**src/slata_cfg.svh**
```systemverilog
`ifndef SLATA_CFG_SVH
`define SLATA_CFG_SVH
// How it works
// - Signed add-sub exchange: top half gets first top plus second bottom.
// - Signed add-sub exchange: bottom half gets first bottom minus second top.
// - Signed sub-add exchange: bottom half gets first bottom plus second top.
// - Signed sub-add exchange: top half gets first top minus second bottom.
// - Every halfword exchange operation leaves all condition flags alone.
// - Bit test ANDs first register with flexible operand, only for flags.
// - Equivalence test XORs first register with flexible operand, only for flags.
// - Test operations never write a destination; only flags may change.
// - Test operations: negative from bit 31, zero when all bits zero.
// - Test operations take shifter carry when supplied, else carry holds.
// - Test operations never touch the overflow flag.
// - After equivalence test, negative equals XOR of both sign bits.
// - Dual halfword add sums each 16-bit lane into its own half.
// - Quad byte add sums each 8-bit lane into its own byte.
// - Unsigned add-sub exchange: bottom gets first bottom minus second top.
// - Unsigned add-sub exchange: top gets first top plus second bottom.
// - Unsigned sub-add exchange: bottom gets first bottom plus second top.
// - Unsigned sub-add exchange: top gets first top minus second bottom.
// - Dual halfword halving add shifts each lane sum right one bit.
// - Quad byte halving add shifts each byte sum right one bit.
// - Lane adds and halving adds leave every condition flag unchanged.

`define SLATA_OFF_OPA 8'h00
`define SLATA_OFF_OPB 8'h04
`define SLATA_OFF_CMD 8'h08
`define SLATA_OFF_RESULT 8'h0C
`define SLATA_OFF_FLAGS 8'h10
`define SLATA_OFF_STATUS 8'h14

`define SLATA_CMD_OP_LSB 0
`define SLATA_CMD_CV_BIT 8
`define SLATA_CMD_CIN_BIT 9

`define SLATA_FLG_N_BIT 31
`define SLATA_FLG_Z_BIT 30
`define SLATA_FLG_C_BIT 29
`define SLATA_FLG_V_BIT 28

`define SLATA_STS_ILLEGAL_BIT 0
`define SLATA_STS_DEST_BIT 1
`define SLATA_STS_FLAGS_BIT 2

`define SLATA_RST_WORD 32'h0000_0000
`define SLATA_RST_BIT 1'h0
`endif

```
**src/slata_pkg.sv**
```systemverilog
package slata_pkg;
	typedef enum logic [3:0] {
		SLATA_OP_NOP = 4'h0,
		SLATA_OP_SIGNED_ADD_SUB_EXCHANGE = 4'h1,
		SLATA_OP_SIGNED_SUB_ADD_EXCHANGE = 4'h2,
		SLATA_OP_UNSIGNED_ADD_SUB_EXCHANGE = 4'h3,
		SLATA_OP_UNSIGNED_SUB_ADD_EXCHANGE = 4'h4,
		SLATA_OP_UNSIGNED_DUAL_HALF_ADD = 4'h5,
		SLATA_OP_UNSIGNED_QUAD_BYTE_ADD = 4'h6,
		SLATA_OP_UNSIGNED_DUAL_HALF_HALVING_ADD = 4'h7,
		SLATA_OP_UNSIGNED_QUAD_BYTE_HALVING_ADD = 4'h8,
		SLATA_OP_BIT_TEST_AND = 4'h9,
		SLATA_OP_EQUIVALENCE_TEST_XOR = 4'hA
	} slata_op_t;
endpackage

```
**src/slata_top.sv**
```systemverilog
// Implementation choices: the address map and the strobed register port.
`timescale 1ns/1ns
`include "slata_cfg.svh"

module slata_top
	import slata_pkg::*;
#(
	parameter int DATA_W = 32
) (
	input wire logic clk,
	input wire logic arst_n,
	input wire logic [7:0] reg_addr,
	input wire logic [31:0] reg_wdata,
	input wire logic reg_wr,
	input wire logic reg_rd,
	output logic [31:0] reg_rdata,
	output logic [31:0] dest_data,
	output logic dest_write,
	output logic flag_n,
	output logic flag_z,
	output logic flag_c,
	output logic flag_v,
	output logic flags_write
);

	// The lane split below is fixed to a 32-bit word; other widths are refused.
	if (DATA_W != 32) begin : g_width_check
		$error("slata_top serves only a 32-bit data path");
	end

	// Register map, byte addressed, full words only:
	//   first operand, read and write;
	//   second operand, read and write, holding the already shifted flexible operand;
	//   command, write only: operation code, shifter carry valid, shifter carry;
	//   result, read only: the last value written to the destination;
	//   flags, read and write: negative, zero, carry and overflow;
	//   status, read only: last command refused, wrote the destination, was a test.
	// Writes to read-only or unmapped words are dropped; unmapped reads return zero.

	// The command fields share one word and must not overlap one another.
	if ((`SLATA_CMD_CV_BIT < `SLATA_CMD_OP_LSB + 4)
			|| (`SLATA_CMD_CIN_BIT < `SLATA_CMD_OP_LSB + 4)
			|| (`SLATA_CMD_CV_BIT == `SLATA_CMD_CIN_BIT)) begin : g_cmd_check
		$error("slata_top command fields overlap");
	end

	// The four flags must sit in distinct bits of their word.
	if ((`SLATA_FLG_N_BIT == `SLATA_FLG_Z_BIT)
			|| (`SLATA_FLG_N_BIT == `SLATA_FLG_C_BIT)
			|| (`SLATA_FLG_N_BIT == `SLATA_FLG_V_BIT)
			|| (`SLATA_FLG_Z_BIT == `SLATA_FLG_C_BIT)
			|| (`SLATA_FLG_Z_BIT == `SLATA_FLG_V_BIT)
			|| (`SLATA_FLG_C_BIT == `SLATA_FLG_V_BIT)) begin : g_flag_check
		$error("slata_top flag fields overlap");
	end

	logic [31:0] opa_reg;
	logic [31:0] opb_reg;
	logic [31:0] dest_reg;
	logic dest_write_reg;
	logic flag_n_reg;
	logic flag_z_reg;
	logic flag_c_reg;
	logic flag_v_reg;
	logic flags_write_reg;
	logic illegal_reg;
	logic [31:0] rdata_reg;

	logic exec;
	logic [3:0] op_code;
	logic shift_carry_valid;
	logic shift_carry;

	logic [31:0] quad_wrap;
	logic [31:0] quad_half;
	logic [31:0] dual_wrap;
	logic [31:0] dual_half;

	logic [15:0] s_top_sum;
	logic [15:0] s_top_dif;
	logic [15:0] s_bot_sum;
	logic [15:0] s_bot_dif;
	logic [15:0] u_top_sum;
	logic [15:0] u_top_dif;
	logic [15:0] u_bot_sum;
	logic [15:0] u_bot_dif;

	logic [31:0] test_value;
	logic [31:0] res_next;
	logic writes_dest;
	logic writes_flags;
	logic is_test;
	logic is_illegal;
	logic is_test_last_reg;
	logic dest_last_reg;
	logic test_upd;
	logic dest_upd;
	logic flag_sw_wr;
	logic [31:0] flags_word;
	logic [31:0] status_word;

	// An operation is launched by the write to the command word itself, so the
	// operands must already sit in their registers when the command is written.
	assign exec = reg_wr && (reg_addr == `SLATA_OFF_CMD);
	assign op_code = reg_wdata[`SLATA_CMD_OP_LSB +: 4];
	assign shift_carry_valid = reg_wdata[`SLATA_CMD_CV_BIT];
	assign shift_carry = reg_wdata[`SLATA_CMD_CIN_BIT];

	// Each byte lane owns its own ninth bit, so no carry reaches the next lane.
	for (genvar g = 0; g < 4; g++) begin : g_byte_lane
		logic [8:0] sum;
		assign sum = {1'b0, opa_reg[8*g +: 8]} + {1'b0, opb_reg[8*g +: 8]};
		assign quad_wrap[8*g +: 8] = sum[7:0];
		assign quad_half[8*g +: 8] = sum[8:1];
	end

	for (genvar h = 0; h < 2; h++) begin : g_half_lane
		logic [16:0] sum;
		assign sum = {1'b0, opa_reg[16*h +: 16]} + {1'b0, opb_reg[16*h +: 16]};
		assign dual_wrap[16*h +: 16] = sum[15:0];
		assign dual_half[16*h +: 16] = sum[16:1];
	end

	// Halfword views of the operands, named for the exchange pairings below.
	logic [15:0] a_hi;
	logic [15:0] a_lo;
	logic [15:0] b_hi;
	logic [15:0] b_lo;

	assign a_hi = opa_reg[31:16];
	assign a_lo = opa_reg[15:0];
	assign b_hi = opb_reg[31:16];
	assign b_lo = opb_reg[15:0];

	// Signed and unsigned exchange forms share the same bits once wrapped to
	// 16 bits; both are kept so each reads as its own operation.
	assign s_top_sum = 16'($signed(a_hi) + $signed(b_lo));
	assign s_bot_dif = 16'($signed(a_lo) - $signed(b_hi));
	assign s_bot_sum = 16'($signed(a_lo) + $signed(b_hi));
	assign s_top_dif = 16'($signed(a_hi) - $signed(b_lo));
	assign u_bot_dif = a_lo - b_hi;
	assign u_top_sum = a_hi + b_lo;
	assign u_bot_sum = a_lo + b_hi;
	assign u_top_dif = a_hi - b_lo;

	always_comb begin
		res_next = dest_reg;
		writes_dest = 1'b0;
		writes_flags = 1'b0;
		is_test = 1'b0;
		is_illegal = 1'b0;
		test_value = opa_reg & opb_reg;
		unique case (op_code)
			SLATA_OP_NOP: begin
				writes_dest = 1'b0;
			end
			SLATA_OP_SIGNED_ADD_SUB_EXCHANGE: begin
				res_next = {s_top_sum, s_bot_dif};
				writes_dest = 1'b1;
			end
			SLATA_OP_SIGNED_SUB_ADD_EXCHANGE: begin
				res_next = {s_top_dif, s_bot_sum};
				writes_dest = 1'b1;
			end
			SLATA_OP_UNSIGNED_ADD_SUB_EXCHANGE: begin
				res_next = {u_top_sum, u_bot_dif};
				writes_dest = 1'b1;
			end
			SLATA_OP_UNSIGNED_SUB_ADD_EXCHANGE: begin
				res_next = {u_top_dif, u_bot_sum};
				writes_dest = 1'b1;
			end
			SLATA_OP_UNSIGNED_DUAL_HALF_ADD: begin
				res_next = dual_wrap;
				writes_dest = 1'b1;
			end
			SLATA_OP_UNSIGNED_QUAD_BYTE_ADD: begin
				res_next = quad_wrap;
				writes_dest = 1'b1;
			end
			SLATA_OP_UNSIGNED_DUAL_HALF_HALVING_ADD: begin
				res_next = dual_half;
				writes_dest = 1'b1;
			end
			SLATA_OP_UNSIGNED_QUAD_BYTE_HALVING_ADD: begin
				res_next = quad_half;
				writes_dest = 1'b1;
			end
			SLATA_OP_BIT_TEST_AND: begin
				test_value = opa_reg & opb_reg;
				writes_flags = 1'b1;
				is_test = 1'b1;
			end
			SLATA_OP_EQUIVALENCE_TEST_XOR: begin
				test_value = opa_reg ^ opb_reg;
				writes_flags = 1'b1;
				is_test = 1'b1;
			end
			default: begin
				is_illegal = 1'b1;
			end
		endcase
	end

	// Decoded strobes shared by the state blocks below.
	assign test_upd = exec && writes_flags;
	assign dest_upd = exec && writes_dest;
	assign flag_sw_wr = reg_wr && (reg_addr == `SLATA_OFF_FLAGS);

	always_ff @(posedge clk or negedge arst_n) begin
		if (!arst_n) begin
			opa_reg <= `SLATA_RST_WORD;
		end else if (reg_wr && (reg_addr == `SLATA_OFF_OPA)) begin
			opa_reg <= reg_wdata;
		end
	end

	// The second operand arrives already shifted; no shifter sits in this block.
	always_ff @(posedge clk or negedge arst_n) begin
		if (!arst_n) begin
			opb_reg <= `SLATA_RST_WORD;
		end else if (reg_wr && (reg_addr == `SLATA_OFF_OPB)) begin
			opb_reg <= reg_wdata;
		end
	end

	// Test operations keep the destination untouched and raise no write pulse.
	always_ff @(posedge clk or negedge arst_n) begin
		if (!arst_n) begin
			dest_reg <= `SLATA_RST_WORD;
		end else if (dest_upd) begin
			dest_reg <= res_next;
		end
	end

	always_ff @(posedge clk or negedge arst_n) begin
		if (!arst_n) begin
			dest_write_reg <= `SLATA_RST_BIT;
		end else begin
			dest_write_reg <= dest_upd;
		end
	end

	always_ff @(posedge clk or negedge arst_n) begin
		if (!arst_n) begin
			flags_write_reg <= `SLATA_RST_BIT;
		end else begin
			flags_write_reg <= test_upd;
		end
	end

	// Only the two tests reach the flags; lane and exchange operations leave
	// them as they were, and software may preset them through their register.
	// A test and a software write cannot meet in one cycle, since both need the
	// one write strobe, yet negative, zero and carry still give the test priority.
	always_ff @(posedge clk or negedge arst_n) begin
		if (!arst_n) begin
			flag_n_reg <= `SLATA_RST_BIT;
		end else if (test_upd) begin
			flag_n_reg <= test_value[31];
		end else if (flag_sw_wr) begin
			flag_n_reg <= reg_wdata[`SLATA_FLG_N_BIT];
		end
	end

	always_ff @(posedge clk or negedge arst_n) begin
		if (!arst_n) begin
			flag_z_reg <= `SLATA_RST_BIT;
		end else if (test_upd) begin
			flag_z_reg <= (test_value == 32'h0000_0000);
		end else if (flag_sw_wr) begin
			flag_z_reg <= reg_wdata[`SLATA_FLG_Z_BIT];
		end
	end

	// The carry follows the shifter only when the command marks its carry as
	// valid; a test without that mark leaves the carry as it was.
	always_ff @(posedge clk or negedge arst_n) begin
		if (!arst_n) begin
			flag_c_reg <= `SLATA_RST_BIT;
		end else if (test_upd) begin
			if (shift_carry_valid) begin
				flag_c_reg <= shift_carry;
			end
		end else if (flag_sw_wr) begin
			flag_c_reg <= reg_wdata[`SLATA_FLG_C_BIT];
		end
	end

	// Overflow is only ever loaded by software; no operation here drives it.
	always_ff @(posedge clk or negedge arst_n) begin
		if (!arst_n) begin
			flag_v_reg <= `SLATA_RST_BIT;
		end else if (flag_sw_wr) begin
			flag_v_reg <= reg_wdata[`SLATA_FLG_V_BIT];
		end
	end

	// Status of the last command; a refused code counts as a command too.
	always_ff @(posedge clk or negedge arst_n) begin
		if (!arst_n) begin
			illegal_reg <= `SLATA_RST_BIT;
		end else if (exec) begin
			illegal_reg <= is_illegal;
		end
	end

	always_ff @(posedge clk or negedge arst_n) begin
		if (!arst_n) begin
			is_test_last_reg <= `SLATA_RST_BIT;
		end else if (exec) begin
			is_test_last_reg <= is_test;
		end
	end

	always_ff @(posedge clk or negedge arst_n) begin
		if (!arst_n) begin
			dest_last_reg <= `SLATA_RST_BIT;
		end else if (exec) begin
			dest_last_reg <= writes_dest;
		end
	end

	// Flag and status words are built from their field positions, so the read
	// mux below stays a plain selection.
	always_comb begin
		flags_word = `SLATA_RST_WORD;
		flags_word[`SLATA_FLG_N_BIT] = flag_n_reg;
		flags_word[`SLATA_FLG_Z_BIT] = flag_z_reg;
		flags_word[`SLATA_FLG_C_BIT] = flag_c_reg;
		flags_word[`SLATA_FLG_V_BIT] = flag_v_reg;
	end

	always_comb begin
		status_word = `SLATA_RST_WORD;
		status_word[`SLATA_STS_ILLEGAL_BIT] = illegal_reg;
		status_word[`SLATA_STS_DEST_BIT] = dest_last_reg;
		status_word[`SLATA_STS_FLAGS_BIT] = is_test_last_reg;
	end

	// Read data stand for exactly the cycle after the read strobe.
	always_ff @(posedge clk or negedge arst_n) begin
		if (!arst_n) begin
			rdata_reg <= `SLATA_RST_WORD;
		end else if (reg_rd) begin
			unique case (reg_addr)
				`SLATA_OFF_OPA: begin
					rdata_reg <= opa_reg;
				end
				`SLATA_OFF_OPB: begin
					rdata_reg <= opb_reg;
				end
				`SLATA_OFF_RESULT: begin
					rdata_reg <= dest_reg;
				end
				`SLATA_OFF_FLAGS: begin
					rdata_reg <= flags_word;
				end
				`SLATA_OFF_STATUS: begin
					rdata_reg <= status_word;
				end
				default: begin
					rdata_reg <= `SLATA_RST_WORD;
				end
			endcase
		end else begin
			rdata_reg <= `SLATA_RST_WORD;
		end
	end

	assign reg_rdata = rdata_reg;
	assign dest_data = dest_reg;
	assign dest_write = dest_write_reg;
	assign flag_n = flag_n_reg;
	assign flag_z = flag_z_reg;
	assign flag_c = flag_c_reg;
	assign flag_v = flag_v_reg;
	assign flags_write = flags_write_reg;

endmodule

```
**config.mk**
```make
export PLATFORM = sky130hd
export DESIGN_NAME = slata_top
export DESIGN_NICKNAME = d
export VERILOG_FILES = /design/src/slata_pkg.sv /design/src/slata_top.sv
export VERILOG_INCLUDE_DIRS = /design/src
export SDC_FILE = /design/constraint.sdc
export NUM_CORES = 1
export LEC_CHECK = 0
export ABC_AREA = 1
export BUFFER_PORTS_ARGS = -buffer_cell sky130_fd_sc_hd__buf_4
export CAP_MARGIN = 20
export CELL_PAD_IN_SITES_DETAIL_PLACEMENT = 2
export CELL_PAD_IN_SITES_GLOBAL_PLACEMENT = 2
export CORE_ASPECT_RATIO = 1.75
export CORE_MARGIN = 2
export CORE_UTILIZATION = 36
export DETAILED_ROUTE_END_ITERATION = 16
export PLACE_DENSITY_LB_ADDON = 0.2
export SLEW_MARGIN = 20
export SYNTH_ARGS = -nofsm -noshare
export SYNTH_HDL_FRONTEND = slang
export SYNTH_SLANG_ARGS = --single-unit
```
**constraint.sdc**
```tcl
create_clock -name clk -period 5.26 [get_ports clk]
set_input_delay 0.526 -clock clk [delete_from_list [all_inputs] [get_ports clk]]
set_output_delay 0.526 -clock clk [all_outputs]
set_load 0.01 [all_outputs]
```
==> summary.json, run 1 <==
{
  "grt_pass1_wl": {"value": 108, "unit": "mm"},
  "share_clk_of_total_power": {"value": 31.1, "unit": "%"},
  "largest_family_of_logic_cells_by_synthesized_area": {"value": "simple AND/OR/NAND/NOR gates"},
  "netSwitchingFraction": {"value": 43.6, "unit": "%"},
  "synth_cells": {"value": 2078},
  "max-vdd-ir-drop": {"value": 0.000225, "unit": "V"},
  "worst_hold_slack": {"value": 0.116, "unit": "ns"},
  "hold_class": {"value": "primary input to asynchronous set/reset pin"},
  "routed_wl": {"value": 72.9, "unit": "mm"},
  "cp_data_arrival_time": {"value": 4.31, "unit": "ns"},
  "synthArstFlopShare": {"value": 100, "unit": "%"},
  "xor_and_xnor_area_share_after_synthesis": {"value": 3.63, "unit": "%"},
  "grt_setup_unrepaired": {"value": "false"},
  "path_clk_slew": {"value": 0.07, "unit": "ns"},
  "drt_first_pass_iters": {"value": 5},
  "critPathSlowestCell": {"value": "sky130_fd_sc_hd__o21ai_0"},
  "grt_start_max_net_pins": {"value": 95},
  "finish.net_count": {"value": 2321},
  "clk-insertion-delay-late": {"value": 0.46, "unit": "ns"},
  "gr-total-overflow": {"value": 0},
  "cts_tree": {"value": "yes"},
  "fin_tns_setup": {"value": 0, "unit": "ns"},
  "cts_hold_buf": {"value": 0},
  "area.growth.synth_to_final": {"value": 14.9, "unit": "%"},
  "post-route-util": {"value": 41.7, "unit": "%"},
  "internal_dissipation": {"value": 2370, "unit": "uW"},
  "crit_path_frequent_cell": {"value": "sky130_fd_sc_hd__nand2_1"},
  "routed-via-count": {"value": 15732},
  "power.density_cell_area": {"value": 275, "unit": "mW/mm^2"},
  "die_height": {"value": 258, "unit": "um"},
  "route.detailed.drc": {"value": 0},
  "ant_nets": {"value": 0},
  "antenna_found_initial": {"value": 1},
  "final_layout_size_suffix_gt1_share": {"value": 9.74, "unit": "%"},
  "die_width": {"value": 149, "unit": "um"},
  "synth-main-ff-cell": {"value": "sky130_fd_sc_hd__dfrtp_1"},
  "postSynthRegisterBits": {"value": 137},
  "worstSetupPathType": {"value": "register to register"},
  "number_of_enable_flip_flop_cells_after_synthesis": {"value": 0},
  "synth_simple_gate_area_share": {"value": 35.1, "unit": "%"},
  "io_buffer_count": {"value": 113},
  "final_hold_viol_count": {"value": 0},
  "cts_buffers": {"value": 17},
  "seq_area_frac_synth": {"value": 25.8, "unit": "%"},
  "post_synth_instance_area": {"value": 0.0133, "unit": "mm^2"},
  "yosys.cell_types.count": {"value": 51},
  "timing.final.setup_violations": {"value": 0},
  "place.gp.congestion": {"value": 0.988},
  "postCtsSetupRepairBufs": {"value": 0},
  "static_leakage": {"value": 0.00818, "unit": "uW"},
  "critPathMaxFanout": {"value": 5},
  "layout.cell_area.non_filler": {"value": 0.0152, "unit": "mm^2"},
  "synth_compound_gate_area_share": {"value": 15.6, "unit": "%"},
  "yosys.area_share.adder": {"value": 10.3, "unit": "%"},
  "power.net_switching": {"value": 1830, "unit": "uW"},
  "fp.dieArea": {"value": 0.0385, "unit": "mm^2"},
  "cp_slowest_stage_delay": {"value": 0.51, "unit": "ns"},
  "design.core.area": {"value": 0.0365, "unit": "mm^2"},
  "clock-sinks": {"value": 137},
  "timing.max_slew.rel_slack": {"value": 31.5, "unit": "%"},
  "syn-num-nets": {"value": 2226},
  "final.min_clock_period": {"value": 3.98, "unit": "ns"},
  "cap_violations": {"value": 0},
  "cp.required": {"value": 5.59, "unit": "ns"},
  "placed_cells": {"value": 2629},
  "comb_power_share": {"value": 40.7, "unit": "%"},
  "ff2ff_path_depth": {"value": 18},
  "detail_route.iter0.violations": {"value": 809},
  "status": {"value": "finished, final reports clean"},
  "critical_path_cell_by_cell": {"value": "inv_1 -> ha_1 -> nand2_1 -> nor2_1 -> nand3_1 -> nand2_1 -> nand2_1 -> o21ai_0 -> ha_1 -> nand2_1 -> inv_1 -> a21oi_1 -> o21ai_0 -> or2_2 -> nand3_1 -> nand4_1 -> o211ai_1 -> nand2_1"},
  "avgRoutedWirePerCell": {"value": 27.4, "unit": "um"},
  "place.detailed.hpwl": {"value": 58.7, "unit": "mm"},
  "cp_startpoint_kind": {"value": "register"},
  "clk_path_buf_depth": {"value": 2},
  "yosys-mux-area-fraction": {"value": 0, "unit": "%"},
  "avgSynthCellArea": {"value": 6.39, "unit": "um^2"},
  "fmaxAchievable": {"value": 252, "unit": "MHz"},
  "root_buffer": {"value": "sky130_fd_sc_hd__clkbuf_16"},
  "critPathCaptureType": {"value": "register"},
  "nFillCells": {"value": 4557},
  "min_period_over_period": {"value": 75.6, "unit": "%"},
  "placement_rows": {"value": 93},
  "post_cts.resized_instances": {"value": 0},
  "number_of_cells_in_the_finished_layout_apart_from_fillers": {"value": 2662},
  "boundaryPins": {"value": 114},
  "synthesis.yosys.warnings": {"value": 0},
  "drt_via_density": {"value": 5.91},
  "placed_cell_area": {"value": 0.0146, "unit": "mm^2"},
  "timing_worst_slew_pin_value": {"value": 1.03, "unit": "ns"},
  "via_count_of_the_first_global_routing_pass": {"value": 17038},
  "clock_skew_after_layout": {"value": 0.0110, "unit": "ns"},
  "start_util": {"value": 36.3, "unit": "%"},
  "final-max-slew-violation-count": {"value": 0},
  "htree_levels": {"value": 4},
  "power.share.sequential": {"value": 28.2, "unit": "%"},
  "overall_global_routing_usage": {"value": 38.0, "unit": "%"}
}
[kinds of logic (layout without fill, tap and decap cells)]
family / count (synthesis) / after routing
compound gates: 366 / 366
buf+inv: 324 / 432
xor+xnor: 55 / 55
fa+ha+maj: 104 / 104
other cells: 0 / 1
simple gates: 1092 / 1092
flops: 137 / 137
[cell type report]
class | count | area [um^2] | area share (%)
clock inverter | 13 | 166 | 1.09
inverter | 273 | 1030 | 6.74
sequential | 137 | 3430 | 22.5
tap | 475 | 594 | 3.90
multi-input combinational | 1617 | 8600 | 56.4
clock buffer | 19 | 443 | 2.90
antenna | 1 | 2.50 | 0.0164
timing repair buffer | 127 | 990 | 6.49
[power by group through the flow]
stage	clock, uW	combinational, uW	sequential, uW
2_1_floorplan	0	1060	1150
3_3_place_gp	0	1600	1190
3_5_place_dp	0	1660	1200
4_1_cts	1310	1680	1180
5_1_grt	1340	1860	1180
6_report	1300	1710	1180
[per-layer routing]
metal,vias up,track usage [%],routed length [um]
li1,7017,-,-
met5,-,0,0
met4,0,21.4,4800
met1,7901,44.0,28100
met3,226,4.91,3990
met2,588,66.6,36000
[critical path, delay by kind of cell (launching register included)]
kind / cells / cell delay (ns)
buffers and inverters: 2 / 0.28
adder cells (fa/ha/maj): 2 / 0.59
AND/OR/NAND/NOR: 10 / 1.41
AO/OA/AOI/OAI: 4 / 1.14
flip-flops: 1 / 0.43
[per-stage QoR]
step | setup WS, ns | total power, uW
2_1_floorplan | 2.17 | 2210
3_3_place_gp | 1.12 | 2790
3_5_place_dp | 1.00 | 2860
4_1_cts | 1.37 | 4170
5_1_grt | 0.945 | 4390
6_report | 1.28 | 4190
[Yosys cell counts, drive strengths merged, types with 17 or more instances]
master,count,area share [%]
nand2,641,18
inv,272,7.7
o21ai,184,6.9
nand3,181,6.9
nor2,180,5.6
dfrtp,137,26
ha,96,9.0
a21oi,93,3.6
xor2,47,3.1
clkbuf,29,0.82
buf,22,1.0
nand4,22,1.0
nor3,18,0.68
nor4,17,0.85
[placed cells by master, fill, tap and decap left out, types with 17 or more instances in the layout]
cell,Yosys,layout
sky130_fd_sc_hd__nand2_1,634,632
sky130_fd_sc_hd__inv_1,255,255
sky130_fd_sc_hd__nand3_1,180,180
sky130_fd_sc_hd__nor2_1,171,171
sky130_fd_sc_hd__o21ai_0,165,165
sky130_fd_sc_hd__dfrtp_1,137,137
sky130_fd_sc_hd__buf_4,1,124
sky130_fd_sc_hd__ha_1,96,96
sky130_fd_sc_hd__a21oi_1,92,92
sky130_fd_sc_hd__xor2_1,47,47
sky130_fd_sc_hd__nand4_1,22,22
sky130_fd_sc_hd__o21ai_1,19,18
sky130_fd_sc_hd__nor3_1,18,17
sky130_fd_sc_hd__clkbuf_16,0,17
[path summary, 6_finish.rpt]
path	start	end	slack, ns
worst min-delay path	arst_n	dest_data[7]	0.12
max in group asynchronous	arst_n	reg_rdata[16]	3.79
min in group clk	reg_wdata[7]	opb_reg[7]	0.33
worst max register to register	opb_reg[17]	dest_data[7]	1.28
worst max-delay path	opb_reg[17]	dest_data[7]	1.28
worst min register to register	opb_reg[16]	opb_reg[16]	0.55
(Power assumes the default switching activity.)
==> run 2, diff against run 1 <==
- CORE_UTILIZATION: 36 -> 30
- clock period: 5.26 -> 3.5 ns (I/O delays scaled with it)
==> summary.json, run 2 (same netlist as run 1, synthesis figures left out) <==
{
  "status": {"value": "finished, final reports clean", "change": "unchanged"},
  "start_util": {"value": 30.1, "unit": "%", "change": "was 36.3%"},
  "placed_cells": {"value": 2832, "change": "was 2629"},
  "internal_dissipation": {"value": 3950, "unit": "uW", "change": "was 2370 uW"},
  "critPathSlowestCell": {"value": "sky130_fd_sc_hd__dfrtp_1", "change": "was sky130_fd_sc_hd__o21ai_0"},
  "root_buffer": {"value": "sky130_fd_sc_hd__clkbuf_16", "change": "unchanged"},
  "cap_violations": {"value": 0, "change": "unchanged"},
  "critPathTopFamily": {"value": "simple AND/OR/NAND/NOR gates", "change": "unchanged"},
  "clock-sinks": {"value": 137, "change": "unchanged"},
  "drt_first_pass_iters": {"value": 5, "change": "unchanged"},
  "layout_common_cells": {"value": "sky130_fd_sc_hd__nand2_1 (622), sky130_fd_sc_hd__inv_1 (254), sky130_fd_sc_hd__buf_4 (240)", "change": "was sky130_fd_sc_hd__nand2_1 (632), sky130_fd_sc_hd__inv_1 (255), sky130_fd_sc_hd__nand3_1 (180)"},
  "die_height": {"value": 282, "unit": "um", "change": "was 258 um"},
  "fmaxAchievable": {"value": 295, "unit": "MHz", "change": "was 252 MHz"},
  "r2r-start": {"value": "opb_reg[2]", "change": "was opb_reg[17]"},
  "static_leakage": {"value": 0.00887, "unit": "uW", "change": "was 0.00818 uW"},
  "boundaryPins": {"value": 114, "change": "unchanged"},
  "cts_tree": {"value": "yes", "change": "unchanged"},
  "path_depth": {"value": 18, "change": "unchanged"},
  "antennaDiodeCount": {"value": 0, "change": "was 1"},
  "reg2reg_to": {"value": "dest_data[26]", "change": "was dest_data[7]"},
  "place.gp.congestion": {"value": 0.946, "change": "was 0.988"},
  "routed-via-count": {"value": 15708, "change": "was 15732"},
  "htree_levels": {"value": 4, "change": "unchanged"},
  "final_hold_viol_count": {"value": 0, "change": "unchanged"},
  "final_layout_size_suffix_gt1_share": {"value": 18.0, "unit": "%", "change": "was 9.74%"},
  "worstSetupPathType": {"value": "register to register", "change": "unchanged"},
  "critPathCaptureType": {"value": "register", "change": "unchanged"},
  "fp.dieArea": {"value": 0.0460, "unit": "mm^2", "change": "was 0.0385 mm^2"},
  "clk-insertion-delay-late": {"value": 0.46, "unit": "ns", "change": "about the same"},
  "via_count_of_the_first_global_routing_pass": {"value": 17087, "change": "was 17038"},
  "finish.net_count": {"value": 2441, "change": "was 2321"},
  "ant_nets": {"value": 0, "change": "unchanged"},
  "drt_via_density": {"value": 5.46, "change": "was 5.91"},
  "min_period_over_period": {"value": 96.7, "unit": "%", "change": "was 75.6%"},
  "cp_data_arrival_time": {"value": 3.74, "unit": "ns", "change": "was 4.31 ns"},
  "most_common_cell_after_layout_fill_and_taps_aside": {"value": "sky130_fd_sc_hd__nand2_1", "change": "unchanged"},
  "ff2ff_path_depth": {"value": 18, "change": "unchanged"},
  "netSwitchingFraction": {"value": 42.8, "unit": "%", "change": "was 43.6%"},
  "grt_pass1_wl": {"value": 110, "unit": "mm", "change": "was 108 mm"},
  "hold_class": {"value": "primary input to register", "change": "was primary input to asynchronous set/reset pin"},
  "avgRoutedWirePerCell": {"value": 26.0, "unit": "um", "change": "was 27.4 um"},
  "whs_path_depth": {"value": 3},
  "placement_rows": {"value": 102, "change": "was 93"},
  "share_clk_of_total_power": {"value": 29.7, "unit": "%", "change": "was 31.1%"},
  "grt_start_max_net_pins": {"value": 76, "change": "was 95"},
  "number_of_cells_in_the_finished_layout_apart_from_fillers": {"value": 2878, "change": "was 2662"},
  "route.detailed.drc": {"value": 0, "change": "unchanged"},
  "design.core.area": {"value": 0.0440, "unit": "mm^2", "change": "was 0.0365 mm^2"},
  "comb_power_share": {"value": 45.2, "unit": "%", "change": "was 40.7%"},
  "cts_buffers": {"value": 17, "change": "unchanged"},
  "critPathMaxFanout": {"value": 5, "change": "unchanged"},
  "io_buffer_count": {"value": 113, "change": "unchanged"},
  "timing.max_slew.rel_slack": {"value": 26.9, "unit": "%", "change": "was 31.5%"},
  "clk_path_buf_depth": {"value": 2, "change": "unchanged"},
  "die_width": {"value": 163, "unit": "um", "change": "was 149 um"},
  "cp.required": {"value": 3.85, "unit": "ns", "change": "was 5.59 ns"},
  "timing_worst_slew_pin_value": {"value": 1.09, "unit": "ns", "change": "was 1.03 ns"},
  "crit_start": {"value": "opb_reg[2]", "change": "was opb_reg[17]"},
  "area.growth.synth_to_final": {"value": 26.1, "unit": "%", "change": "was 14.9%"},
  "crit_path_frequent_cell": {"value": "sky130_fd_sc_hd__nand2_1", "change": "unchanged"},
  "min_delay_worst_endpoint": {"value": "opb_reg[11]"},
  "routed_wl": {"value": 74.7, "unit": "mm", "change": "was 72.9 mm"},
  "cp_slowest_stage_delay": {"value": 0.46, "unit": "ns", "change": "was 0.51 ns"},
  "overall_global_routing_usage": {"value": 32.6, "unit": "%", "change": "was 38.0%"},
  "clock_skew_after_layout": {"value": 0.0160, "unit": "ns", "change": "was 0.0110 ns"},
  "path_clk_slew": {"value": 0.07, "unit": "ns", "change": "about the same"},
  "max-vdd-ir-drop": {"value": 0.000281, "unit": "V", "change": "was 0.000225 V"},
  "power.share.sequential": {"value": 25.2, "unit": "%", "change": "was 28.2%"},
  "critical_path_cell_by_cell": {"value": "nor2_1 -> nand2_2 -> nor2_4 -> nand2_1 -> xor2_1 -> nand2_1 -> o21ai_0 -> ha_1 -> nand2_1 -> nor2_1 -> nor2_1 -> nand3_1 -> o21ai_0 -> nand2_1 -> inv_1 -> nand3_1 -> nand2_1 -> inv_1", "change": "was inv_1 -> ha_1 -> nand2_1 -> nor2_1 -> nand3_1 -> nand2_1 -> nand2_1 -> o21ai_0 -> ha_1 -> nand2_1 -> inv_1 -> a21oi_1 -> o21ai_0 -> or2_2 -> nand3_1 -> nand4_1 -> o211ai_1 -> nand2_1"},
  "timing.final.setup_violations": {"value": 0, "change": "unchanged"},
  "cp_startpoint_kind": {"value": "register", "change": "unchanged"},
  "ff2ff_setup_slack": {"value": 0.12, "unit": "ns", "change": "was 1.28 ns"},
  "post-route-util": {"value": 38.0, "unit": "%", "change": "was 41.7%"},
  "final-max-slew-violation-count": {"value": 0, "change": "unchanged"},
  "power.density_cell_area": {"value": 413, "unit": "mW/mm^2", "change": "was 275 mW/mm^2"},
  "grt_setup_unrepaired": {"value": "true", "change": "was false"},
  "worst-path-buf-inv": {"value": 2, "change": "unchanged"},
  "antenna_found_initial": {"value": 1, "change": "unchanged"},
  "worst_hold_slack": {"value": 0.171, "unit": "ns", "change": "was 0.116 ns"},
  "place.detailed.hpwl": {"value": 61.5, "unit": "mm", "change": "was 58.7 mm"},
  "power.net_switching": {"value": 2960, "unit": "uW", "change": "was 1830 uW"},
  "final.min_clock_period": {"value": 3.38, "unit": "ns", "change": "was 3.98 ns"},
  "detail_route.iter0.violations": {"value": 969, "change": "was 809"},
  "gr-total-overflow": {"value": 0, "change": "unchanged"},
  "min-delay-start": {"value": "reg_wdata[11]"}
}
==> run 2: cell count changes in the layout (fill, tap and decap cells not counted), sizes merged <==
cell,delta
dlygate4sd3,+1
diode,-1
clkinvlp,-1
bufinv,+1
buf,+119
inv,-1
clkinv,+1
==> run 2: layout make-up <==
type                       instances  area [um^2]
multi-input combinational       1617         9020
inverter                         273         1030
timing repair buffer             247         1920
fill                            5436        27300
tap                              572          716
clock inverter                    13          193
clock buffer                      19          433
sequential                       137         3430
==> run 2: worst min-delay path: stages <==
cell and delay, ns:
sky130_fd_sc_hd__buf_4 0.11, sky130_fd_sc_hd__inv_1 0.06, sky130_fd_sc_hd__o21ai_1 0.07
==> run 2: how the worst max path moves through the flow <==
stage               endpoint  slack, ns
5_1_grt        dest_data[15]       -0.1
3_3_place_gp   dest_data[15]      -0.25
3_5_place_dp   dest_data[15]      -0.32
4_1_cts        dest_data[15]      -0.04
6_report       dest_data[26]       0.12
2_1_floorplan  dest_data[14]       0.46
==> run 2: repair_timing <==
| item | 4_1_cts | 5_1_grt |
|---|---|---|
| endpoints found under the hold margin | 24 | 0 |
| buffers inserted | 1 | 12 |
| pin swaps | 3 | 29 |
| cloned | 0 | 0 |
| gates resized for setup | 14 | 103 |
| setup endpoints to repair | 8 | 16 |
| hold buffers | 1 | 0 |
==> run 2: per-stage QoR <==
stage | total power [uW] | setup WS (ns) | setup TNS (ns) | instance area (um^2)
floorplan | 3320 | 0.464 | 0 | 13300
global placement | 4510 | -0.245 | -0.284 | 15600
detailed placement | 4570 | -0.320 | -0.672 | 15600
CTS | 6650 | -0.0380 | -0.0380 | 16300
global route | 7270 | -0.0951 | -0.558 | 16700
finish | 6910 | 0.116 | 0 | 16700
==> run 2: routing by layer <==
metal / GRT usage (%) / part of all wire [%] / vias to the layer above
li1: - / - / 7227
met4: 16.2 / 5.4 / 0
met5: 0 / 0 / -
met1: 37.7 / 40 / 7852
met2: 58.9 / 50 / 458
met3: 4.00 / 4.3 / 171
==> run 2: power by group through the flow <==
stage | Clock, uW | Combinational (uW) | Sequential [uW]
after detailed placement | 0 | 2810 | 1760
final | 2050 | 3120 | 1740
after global placement | 0 | 2750 | 1760
after global routing | 2130 | 3400 | 1740
after CTS | 2070 | 2850 | 1730
after floorplan | 0 | 1600 | 1730
